===== src/logic/mie_pkg.sv =====
// Shared constants and types for the instruction execution unit.
package mie_pkg;

  // ----------------------------------------------------------------
  // Widths and sizes
  // ----------------------------------------------------------------
  localparam int DATA_W = 8;
  localparam int FILE_DEPTH = 128;
  localparam int FILE_AW = 7;
  localparam int ROM_AW = 11;
  localparam int ROM_DW = 14;
  localparam int TPH_USED = 3;
  localparam int TDH_W = 6;
  localparam int APB_AW = 12;

  // ----------------------------------------------------------------
  // Register map, byte addresses
  // ----------------------------------------------------------------
  localparam logic [11:0] ADDR_CMD = 12'h000;
  localparam logic [11:0] ADDR_WORK = 12'h004;
  localparam logic [11:0] ADDR_STAT = 12'h008;
  localparam logic [11:0] ADDR_TMODE = 12'h00c;
  localparam logic [11:0] ADDR_TPH = 12'h010;
  localparam logic [11:0] ADDR_TDH = 12'h014;
  localparam logic [11:0] ADDR_WDOG = 12'h018;
  localparam logic [2:0] FILE_PAGE = 3'h1;
  localparam int FILE_LSB = 2;

  // ----------------------------------------------------------------
  // Reset values and constant figures
  // ----------------------------------------------------------------
  localparam logic [7:0] RST_BYTE = 8'h00;
  localparam logic [5:0] RST_TDH = 6'h00;
  localparam logic [7:0] PRE_LAST = 8'hff;
  localparam logic [7:0] ONE_BYTE = 8'h01;

  // Instruction codes carried in the command register.
  typedef enum logic [3:0] {
    OP_HALT = 4'h0,
    OP_SUBI = 4'h1,
    OP_SWAP = 4'h2,
    OP_TMW = 4'h3,
    OP_TMR = 4'h4,
    OP_TABLE = 4'h5,
    OP_XORF = 4'h6,
    OP_XORI = 4'h7
  } mie_op_t;

  // Command word: destination bit, instruction code, operand byte.
  typedef struct packed {
    logic dest;
    mie_op_t op;
    logic [7:0] oper;
  } mie_cmd_t;

  // Status flags, z in bit 0; halt appears above them on reads.
  typedef struct packed {
    logic timeout_flag_n;
    logic powerdown_flag_n;
    logic carry;
    logic half_borrow_flag;
    logic zero;
  } mie_flags_t;

  localparam mie_flags_t RST_FLAGS = 5'h18;

  // Sequencer states, Gray coded along idle, execute, ROM wait.
  typedef enum logic [1:0] {
    ST_IDLE = 2'b00,
    ST_EXEC = 2'b01,
    ST_ROMW = 2'b11
  } mie_state_t;

endpackage : mie_pkg


===== src/logic/mie_exec.sv =====
// Execution unit for a subset of an 8-bit controller instruction set.
//
// Design decisions made here: the APB register port and the register addresses.
`timescale 1ns/1ps
`default_nettype none
module mie_exec (
  input wire logic sys_clk,
  input wire logic rst_n,
  input wire logic psel,
  input wire logic penable,
  input wire logic pwrite,
  input wire logic [11:0] paddr,
  input wire logic [31:0] pwdata,
  output logic [31:0] prdata,
  output logic pready,
  output logic pslverr,
  input wire logic wake_pin,
  output logic [10:0] rom_addr,
  output logic rom_rd,
  input wire logic [13:0] rom_data,
  output logic halted
);

  // ----------------------------------------------------------------
  // Declarations
  // ----------------------------------------------------------------
  mie_pkg::mie_state_t state_q;
  mie_pkg::mie_cmd_t cmd_q;
  mie_pkg::mie_flags_t flags_q;
  logic [7:0] work_q;
  logic [7:0] tmode_q;
  logic [7:0] tph_q;
  logic [5:0] tdh_q;
  logic [7:0] wdt_q;
  logic [7:0] pre_q;
  logic halt_q;
  logic idle_hold_q;
  logic wake_s1_q;
  logic wake_s2_q;
  logic [10:0] rom_addr_q;
  logic rom_rd_q;
  logic [31:0] prdata_q;
  logic [7:0] file_q [mie_pkg::FILE_DEPTH];
  logic acc_ok;
  logic wr_acc;
  logic file_sel;
  logic mapped;
  logic exec;
  logic [6:0] faddr;
  logic [7:0] fval;
  logic [7:0] swap_v;
  logic [7:0] xorf_v;
  logic [7:0] xori_v;
  logic [8:0] sub_sum;
  logic [4:0] sub_half;
  logic file_res_en;
  logic [7:0] file_res;
  logic [31:0] rd_mux;

  // ----------------------------------------------------------------
  // APB decode
  // ----------------------------------------------------------------

  // Accesses stall while an instruction runs and one cycle after.
  assign pready = (state_q == mie_pkg::ST_IDLE) && idle_hold_q;
  assign acc_ok = psel && penable && pready;
  assign wr_acc = acc_ok && pwrite;
  assign file_sel = paddr[11:9] == mie_pkg::FILE_PAGE;
  assign prdata = prdata_q;
  assign rom_addr = rom_addr_q;
  assign rom_rd = rom_rd_q;
  assign halted = halt_q;

  // Address decode; unmapped words answer with an error.
  always_comb begin
    mapped = 1'b1;
    rd_mux = 32'h0000_0000;
    if (file_sel) begin
      rd_mux[7:0] = file_q[paddr[8:2]];
    end else if (paddr == mie_pkg::ADDR_CMD) begin
      rd_mux[12:0] = cmd_q;
    end else if (paddr == mie_pkg::ADDR_WORK) begin
      rd_mux[7:0] = work_q;
    end else if (paddr == mie_pkg::ADDR_STAT) begin
      rd_mux[5:0] = {halt_q, flags_q};
    end else if (paddr == mie_pkg::ADDR_TMODE) begin
      rd_mux[7:0] = tmode_q;
    end else if (paddr == mie_pkg::ADDR_TPH) begin
      rd_mux[7:0] = tph_q;
    end else if (paddr == mie_pkg::ADDR_TDH) begin
      rd_mux[5:0] = tdh_q;
    end else if (paddr == mie_pkg::ADDR_WDOG) begin
      rd_mux[15:0] = {pre_q, wdt_q};
    end else begin
      mapped = 1'b0;
    end
  end

  assign pslverr = acc_ok && !mapped;

  // Read data is sampled every selected cycle so it is fresh at pready.
  always_ff @(posedge sys_clk or negedge rst_n) begin
    if (!rst_n) begin
      prdata_q <= 32'h0000_0000;
      idle_hold_q <= 1'b0;
    end else begin
      idle_hold_q <= state_q == mie_pkg::ST_IDLE;
      if (psel) begin
        prdata_q <= rd_mux;
      end
    end
  end

  // ----------------------------------------------------------------
  // Datapath
  // ----------------------------------------------------------------
  assign exec = state_q == mie_pkg::ST_EXEC;
  assign faddr = cmd_q.oper[6:0];
  assign fval = file_q[faddr];
  assign swap_v = {fval[3:0], fval[7:4]};
  assign xorf_v = work_q ^ fval;
  assign xori_v = work_q ^ cmd_q.oper;
  // Adding the inverted work register plus one gives the difference.
  assign sub_sum = {1'b0, cmd_q.oper} + {1'b0, ~work_q} + 9'h001;
  assign sub_half = {1'b0, cmd_q.oper[3:0]} + {1'b0, ~work_q[3:0]} + 5'h01;
  assign file_res = (cmd_q.op == mie_pkg::OP_SWAP) ? swap_v : xorf_v;
  assign file_res_en = exec && cmd_q.dest &&
      (cmd_q.op == mie_pkg::OP_SWAP || cmd_q.op == mie_pkg::OP_XORF);

  // Wake pin passes two flip-flops before use.
  always_ff @(posedge sys_clk or negedge rst_n) begin
    if (!rst_n) begin
      wake_s1_q <= 1'b0;
      wake_s2_q <= 1'b0;
    end else begin
      wake_s1_q <= wake_pin;
      wake_s2_q <= wake_s1_q;
    end
  end

  // Sequencer: a command write launches one execute cycle unless halted.
  always_ff @(posedge sys_clk or negedge rst_n) begin
    if (!rst_n) begin
      state_q <= mie_pkg::ST_IDLE;
      cmd_q <= '0;
    end else begin
      case (state_q)
        mie_pkg::ST_IDLE: begin
          if (wr_acc && !file_sel && paddr == mie_pkg::ADDR_CMD) begin
            cmd_q <= pwdata[12:0];
            if (!halt_q) begin
              state_q <= mie_pkg::ST_EXEC;
            end
          end
        end
        mie_pkg::ST_EXEC: begin
          if (cmd_q.op == mie_pkg::OP_TABLE) begin
            state_q <= mie_pkg::ST_ROMW;
          end else begin
            state_q <= mie_pkg::ST_IDLE;
          end
        end
        default: begin
          state_q <= mie_pkg::ST_IDLE;
        end
      endcase
    end
  end

  // Halt mode is entered by the halt instruction and left on wake.
  always_ff @(posedge sys_clk or negedge rst_n) begin
    if (!rst_n) begin
      halt_q <= 1'b0;
    end else if (exec && cmd_q.op == mie_pkg::OP_HALT) begin
      halt_q <= 1'b1;
    end else if (wake_s2_q) begin
      halt_q <= 1'b0;
    end
  end

  // Watchdog prescaler and counter run while not halted.
  always_ff @(posedge sys_clk or negedge rst_n) begin
    if (!rst_n) begin
      pre_q <= mie_pkg::RST_BYTE;
      wdt_q <= mie_pkg::RST_BYTE;
    end else if (exec && cmd_q.op == mie_pkg::OP_HALT) begin
      pre_q <= mie_pkg::RST_BYTE;
      wdt_q <= mie_pkg::RST_BYTE;
    end else if (!halt_q) begin
      pre_q <= pre_q + mie_pkg::ONE_BYTE;
      if (pre_q == mie_pkg::PRE_LAST) begin
        wdt_q <= wdt_q + mie_pkg::ONE_BYTE;
      end
    end
  end

  // Work register: software writes, instruction results, table data.
  always_ff @(posedge sys_clk or negedge rst_n) begin
    if (!rst_n) begin
      work_q <= mie_pkg::RST_BYTE;
    end else if (state_q == mie_pkg::ST_ROMW) begin
      work_q <= rom_data[7:0];
    end else if (exec) begin
      case (cmd_q.op)
        mie_pkg::OP_SUBI: work_q <= sub_sum[7:0];
        mie_pkg::OP_TMR: work_q <= tmode_q;
        mie_pkg::OP_XORI: work_q <= xori_v;
        mie_pkg::OP_SWAP: begin
          if (!cmd_q.dest) begin
            work_q <= swap_v;
          end
        end
        mie_pkg::OP_XORF: begin
          if (!cmd_q.dest) begin
            work_q <= xorf_v;
          end
        end
        default: begin
        end
      endcase
    end else if (wr_acc && !file_sel && paddr == mie_pkg::ADDR_WORK) begin
      work_q <= pwdata[7:0];
    end
  end

  // Status flags; software may load zero, half and carry directly.
  always_ff @(posedge sys_clk or negedge rst_n) begin
    if (!rst_n) begin
      flags_q <= mie_pkg::RST_FLAGS;
    end else if (exec) begin
      case (cmd_q.op)
        mie_pkg::OP_HALT: begin
          flags_q.timeout_flag_n <= 1'b1;
          flags_q.powerdown_flag_n <= 1'b0;
        end
        mie_pkg::OP_SUBI: begin
          flags_q.zero <= sub_sum[7:0] == mie_pkg::RST_BYTE;
          flags_q.half_borrow_flag <= sub_half[4];
          flags_q.carry <= sub_sum[8];
        end
        mie_pkg::OP_XORI: begin
          flags_q.zero <= xori_v == mie_pkg::RST_BYTE;
        end
        default: begin
        end
      endcase
    end else if (wr_acc && !file_sel && paddr == mie_pkg::ADDR_STAT) begin
      flags_q.zero <= pwdata[0];
      flags_q.half_borrow_flag <= pwdata[1];
      flags_q.carry <= pwdata[2];
    end
  end

  // Timer mode, pointer and table high data registers.
  always_ff @(posedge sys_clk or negedge rst_n) begin
    if (!rst_n) begin
      tmode_q <= mie_pkg::RST_BYTE;
      tph_q <= mie_pkg::RST_BYTE;
      tdh_q <= mie_pkg::RST_TDH;
    end else begin
      if (exec && cmd_q.op == mie_pkg::OP_TMW) begin
        tmode_q <= work_q;
      end else if (wr_acc && !file_sel && paddr == mie_pkg::ADDR_TMODE) begin
        tmode_q <= pwdata[7:0];
      end
      if (wr_acc && !file_sel && paddr == mie_pkg::ADDR_TPH) begin
        tph_q <= pwdata[7:0];
      end
      if (state_q == mie_pkg::ST_ROMW) begin
        tdh_q <= rom_data[13:8];
      end
    end
  end

  // ROM request is launched in the execute cycle of a table read.
  always_ff @(posedge sys_clk or negedge rst_n) begin
    if (!rst_n) begin
      rom_addr_q <= '0;
      rom_rd_q <= 1'b0;
    end else begin
      rom_rd_q <= exec && cmd_q.op == mie_pkg::OP_TABLE;
      if (exec && cmd_q.op == mie_pkg::OP_TABLE) begin
        rom_addr_q <= {tph_q[2:0], work_q};
      end
    end
  end

  // File registers: instruction write-back has priority over the bus.
  always_ff @(posedge sys_clk) begin
    if (file_res_en) begin
      file_q[faddr] <= file_res;
    end else if (wr_acc && file_sel) begin
      file_q[paddr[8:2]] <= pwdata[7:0];
    end
  end
endmodule : mie_exec
`default_nettype wire


===== config.mk =====
export PLATFORM = sky130hd
export DESIGN_NAME = mie_exec
export DESIGN_NICKNAME = d
export VERILOG_FILES = /design/src/logic/mie_pkg.sv /design/src/logic/mie_exec.sv
export SDC_FILE = /design/constraint.sdc
export NUM_CORES = 2
export LEC_CHECK = 0
export BUFFER_PORTS_ARGS = -buffer_cell sky130_fd_sc_hd__buf_2
export CORE_AREA = 2 2 342 344
export DETAILED_ROUTE_END_ITERATION = 12
export DIE_AREA = 0 0 344 346
export SLEW_MARGIN = 20
export SYNTH_ARGS = -nofsm -noshare
export SYNTH_HDL_FRONTEND = slang
export SYNTH_SLANG_ARGS = --single-unit
export TNS_END_PERCENT = 1

===== constraint.sdc =====
create_clock -name sys_clk -period 9.9 [get_ports sys_clk]
set_clock_uncertainty 0.2 [all_clocks]
set_input_delay 0.495 -clock sys_clk [delete_from_list [all_inputs] [get_ports sys_clk]]
set_output_delay 0.495 -clock sys_clk [all_outputs]
set_load 0.03 [all_outputs]

Word-level counts from Yosys, hierarchy flattened
Memories as Yosys holds them, arrays and structs flattened.
Index checks and enable logic that the tools add are counted.
Storage, ports and cells
  flip-flop bits (word level): 97
  memory bits (writable): 1024
  input bits: 64
  logic and storage cells: 160
  memories kept: 1
Cells by class
  add/subtract/negate cells: 6
  eq/ne operators: 25
  mux-type cells: 65
  bitwise gates (word level): 4
  reductions and logical operators: 38
Memory list
  file_q: depth 128, bits a word 8, rd ports 2, clocked after Yosys merged registers in 0, wr ports 1, line mie_exec.sv:43  | logic [7:0] file_q [mie_pkg::FILE_DEPTH];
Operators with widths (number)
  8-bit two-way mux: 26
  10-bit two-way mux: 8
  8-bit one-hot mux with 5 select lines: 1
  12-bit by 5-bit equality test with 1-bit output (second input constant): 3
  12-bit by 4-bit equality test with 1-bit output (second input constant): 2
  1-bit logical AND: 17
  8-bit by 1-bit adder with 8-bit output (second input constant): 2
  4-bit by 3-bit equality test with 1-bit output (second input constant): 4
  8-bit zero test: 2
  1-bit two-way mux: 16
  16-bit two-way mux: 1
  8-bit XOR: 2
  13-bit two-way mux: 1
  12-bit by 3-bit equality test with 1-bit output (second input constant): 1
  12-bit zero test: 1
  6-bit two-way mux: 2
  2-bit AND reduction: 6
  8-bit by 8-bit adder with 9-bit output: 1
  9-bit by 1-bit adder with 9-bit output (second input constant): 1
  3-bit two-way mux: 3
  4-bit by 2-bit equality test with 1-bit output (second input constant): 2
  8-bit equality test (second input constant): 1
  2-bit two-way mux: 4
  4-bit by 3-bit != test with 1-bit output (second input constant): 2
  other kinds (23): 29

Depth between registers and ports, before layout
  depth after elaboration: 19
  depth in mapped cells: 18

Least setup slack after synthesis
OpenSTA, ideal clock, no wires.
  path type: register to register
  start: reg cmd_q[0] (netlist name)
  end: mem file_q[0][5], data pin
  setup time: 0.969 ns
  data arrival time: 6.449 ns
  data required time: 8.731 ns
  setup slack: 2.282 ns
  stages on the path, launching flop included: 14
  path buffers: 4
  clock period less this slack: 7.618 ns
  cell sequence: dfrtp_1 > buf_2 > buf_6 > buf_4 > buf_2 > mux4_2 > mux2i_1 > o22ai_1 > nor3_1 > nor3_1 > a211o_1 > xnor2_1 > nand2_1 > a31oi_1
Between the ends
  longest elaborated chain between the ends: 4
RTL lines
  start, declared: line mie_exec.sv:28  | mie_pkg::mie_cmd_t cmd_q;
  start signal, assigned: line mie_exec.sv:150  | cmd_q <= pwdata[12:0];
  memory 128 x 8 bit *
  8-bit XOR: line mie_exec.sv:121  | assign xorf_v = work_q ^ fval;
  8-bit two-way mux *: line mie_exec.sv:126  | assign file_res = (cmd_q.op == mie_pkg::OP_SWAP) ? swap_v : xorf_v;
  8-bit two-way mux (no line) *
  end, declared: line mie_exec.sv:43
Every way passes the cells marked *; elsewhere a longest branch is shown, timed or not.

Final worst setup path
  start: reg cmd_q[2] (netlist name)
  end: mem file_q[69][2], data pin
Same word-level chain as after synthesis.

==> reports/results.tsv <==
stage	metric	value	unit
pwr	part of the power in registers	51.4	%
floorplan	Initial Util	46.8	%
synth	Avg Inst Size Synth	17.5	um^2
final_layout	Layout area overhead	11.4	%
floorplan	I/O pins	111	
global_routing	first-pass GRT wire length	246	mm
routing	DRT Pass-1 Iters	6	
final_layout	Layout Utilization	52.1	%
flow_run	total of max-cap violations	0	
synth	Mapped Area	0.0540	mm^2
setup_path	CP Class	flop to flop	
sta	Rel. slew slack	22.2	%
sta	RSZ-0062 raised after global routing	false	
floorplan	core area	0.115	mm^2
final_layout	post-route cell area	0.0602	mm^2
synth	top post-synthesis cells by area	edfxtp_1, mux4_2, dfrtp_1	
routing	Routed Antenna Nets	0	
final_layout	proportion of layout cells with a drive suffix above 1	30.2	%
sta	Worst-Margin Slew	1.16	ns
sta	count of final setup violators	0	
floorplan	die height	346	um
routing	WL per Instance	36.5	um
sta	final hold violations	0	
cts	number of CTS-inserted buffers	120	
routing	final WL	174	mm
pwr	internal power	7.81	mW
setup_path	CP required	10.05	ns
synth	adder-cell share of the synthesized area	0.269	%
setup_path	reg2reg path depth	10	
sta	Fmax achieved	0.152	GHz
cts	CTS root buf	clkbuf_16	
global_routing	antenna violations before repair	5	
synth	Synth Area in Compound Gates	4.32	%
routing	Initial DRC Count	3980	
synth	post-synthesis simple-gate area fraction	4.54	%
setup_path	crit-path max FO	96	
pwr	peak supply drop	0.140	mV
synth	Post-synth EDFFs	1024	
pwr	Leakage	18.9	nW
pwr	total power	10.0	mW
sta	Total Negative Setup Slacks	0	ns
synth	ys flop type	edfxtp_1	
synth	share of flip-flops with an asynchronous set or reset	8.65	%
cts	H-tree depth	3	
synth	mux contribution to synthesized area	26.4	%
cts	setup repair bufs after CTS	0	
place	DP HPWL	115	mm
setup_path	CP endpoint kind	flop	
routing	DRC viols	0	
synth	Post-synth top cells	edfxtp_1, mux4_2, nor2_1, mux2i_1, clkbuf_1	
routing	vias per inst	6.83	
cts	Bufs on Longest Clock Path	3	
place	Port-buffer cells	75	
floorplan	Die Wd	344	um
floorplan	Die Area	0.119	mm^2
place	RD Place Congestion	0.917	
cts	clock latency on the worst-skew pair	0.74	ns
cts	CTS tree	built	
synth	largest family of logic cells by synthesized area	multiplexers	
cts	Clock Sinks	1121	
sta	max-slew violation count	0	
pwr	Pwr Density	167	mW/mm^2
synth	#FFs+latches synth	1121	
place	Placed Instance Area	0.0560	mm^2
global_routing	Total GRT Usage	29.3	%
synth	top-count cell post-synth	edfxtp_1	
synth	Synth Instances	3088	
synth	Yosys cell types	75	
setup_path	Worst EP arrival	6.75	ns
synth	Syn. warnings	0	
outcome	status	complete, no violations	
sta	Final min period	6.60	ns
pwr	combinational fraction of design power	4.8	%
final_layout	final net count	3225	
setup_path	Startpoint Class	flop	
cts	Post-CTS Hold Buffers	24	
cts	clk slew on worst S/H paths	0.06	ns
synth	register area share after synthesis	61.5	%
global_routing	vias in the first global route	32500	
pwr	NetSw	2.21	mW
sta	Final period util	66.7	%
synth	top cell type by total area after synthesis	edfxtp_1	
cts	PostCTS Resize Cnt	0	
synth	Synth top area share	57.0	%
floorplan	# rows	125	
hold_path	Tightest Hold Check Type	input port to asynchronous set/reset pin	
global_routing	GRT Residual Overflow	0	
pwr	Clock power frac	43.7	%
pwr	Sw Share	22.0	%
synth	xor/xnor share of the synthesized area	0.535	%
global_routing	pin count of the biggest net entering global routing	124	
final_layout	fillers	9234	
routing	via count	32600	
[final timing paths]
path,startpoint,to,slack [ns]
worst max-delay path,cmd_q[2]$_DFFE_PN0P_,file_q[69][2]$_DFFE_PP_,3.30
worst min-delay path,rst_n,rom_addr[7]$_DFFE_PN0P_,0.03
worst max register to register,cmd_q[2]$_DFFE_PN0P_,file_q[69][2]$_DFFE_PP_,3.30
worst min register to register,wake_s1_q$_DFF_PN0_,wake_s2_q$_DFF_PN0_,0.16
max in group asynchronous,rst_n,cmd_q[0]$_DFFE_PN0P_,8.15
min in group sys_clk,psel,prdata[4]$_DFFE_PN0P_,0.06
[state kept, by name (all words and copies together), names as in the netlist, 2 cells and up]
register	count
rom_addr	11
tmode_q	8
tdh_q	6
state_q	2
tph_q	8
wdt_q	8
work_q	8
file_q	1024
prdata	16
flags_q	4
cmd_q	13
pre_q	8
[stage by stage]
step	worst slack (ns)	cells	hold WS [ns]
2_1_floorplan	2.28	3103	-0.000591
3_3_place_gp	3.65	4524	0.144
3_5_place_dp	3.48	4525	0.150
4_1_cts	3.47	4773	0.00530
5_1_grt	3.10	4776	0.0414
6_report	3.30	4777	0.0330
[layout make-up]
type	count	area, um^2	share of cell area, %
sequential	1121	33200	55.2
multi-input combinational	1699	19700	32.8
clock buffer	157	3270	5.44
tap	1524	1910	3.17
timing repair buffer	182	1440	2.39
clock inverter	67	536	0.890
inverter	26	98.8	0.164
antenna	1	2.50	0.00416
[cells by family after synthesis]
logic type / count (synthesis)
DFF: 1121
muxes: 747
and+or+nand+nor: 537
AOI/OAI and AO/OA: 355
buffers and inverters: 283
xor gates and xnor gates: 33
adders and majority gates: 11
other: 1
[routing by layer]
metal	share of wire, %	up-vias	wire length (um)	global-route usage, %
met1	37	17300	64900	39.6
met3	11	387	18400	6.81
met2	47	1964	82500	45.8
met4	4.9	8	8520	12.4
li1	-	12900	-	-
met5	0.032	-	56	0
[critical path: stages, from the launching register on]
cell	delay, ns
dfrtp_2	0.65
clkinv_2	0.42
buf_4	0.66
buf_4	0.58
a211oi_1	0.24
a221oi_1	0.62
nand3_1	0.40
nor4_1	0.49
a21oi_1	0.18
a21oi_4	0.71
buf_4	0.82
[power by group through the flow]
stage,clock (mW),combinational [mW],sequential (mW)
5_1_grt,4.59,0.505,5.15
6_report,4.38,0.486,5.15
3_3_place_gp,0,0.469,5.25
2_1_floorplan,0,0.295,5.26
3_5_place_dp,0,0.473,5.25
4_1_cts,4.41,0.482,5.15
[placed cells by master, fill, tap and decap left out, types with 13 or more instances in the layout]
cell type,netlist,routed
xnor2_1,17,17
clkbuf_1,135,29
o22ai_1,33,33
buf_2,49,70
clkbuf_16,0,125
edfxtp_1,1024,1024
o221ai_1,17,17
o21ai_0,55,55
inv_1,20,19
mux4_2,538,538
buf_4,41,74
or2_2,29,29
nor3_1,30,29
dfrtp_1,96,92
a221oi_1,17,17
dlygate4sd3_1,0,24
nand3_1,41,41
xor2_1,16,16
a31oi_1,26,19
mux2_2,49,49
clkinv_2,0,23
nand2_1,108,108
a22oi_1,50,50
nor2b_1,21,18
conb_1,1,16
nand4_1,16,16
clkinv_1,4,29
mux2i_1,160,160
a21oi_1,91,90
nor2_1,232,225
nand2b_1,13,13
No activity file was read; power rests on OpenSTA's default activity.
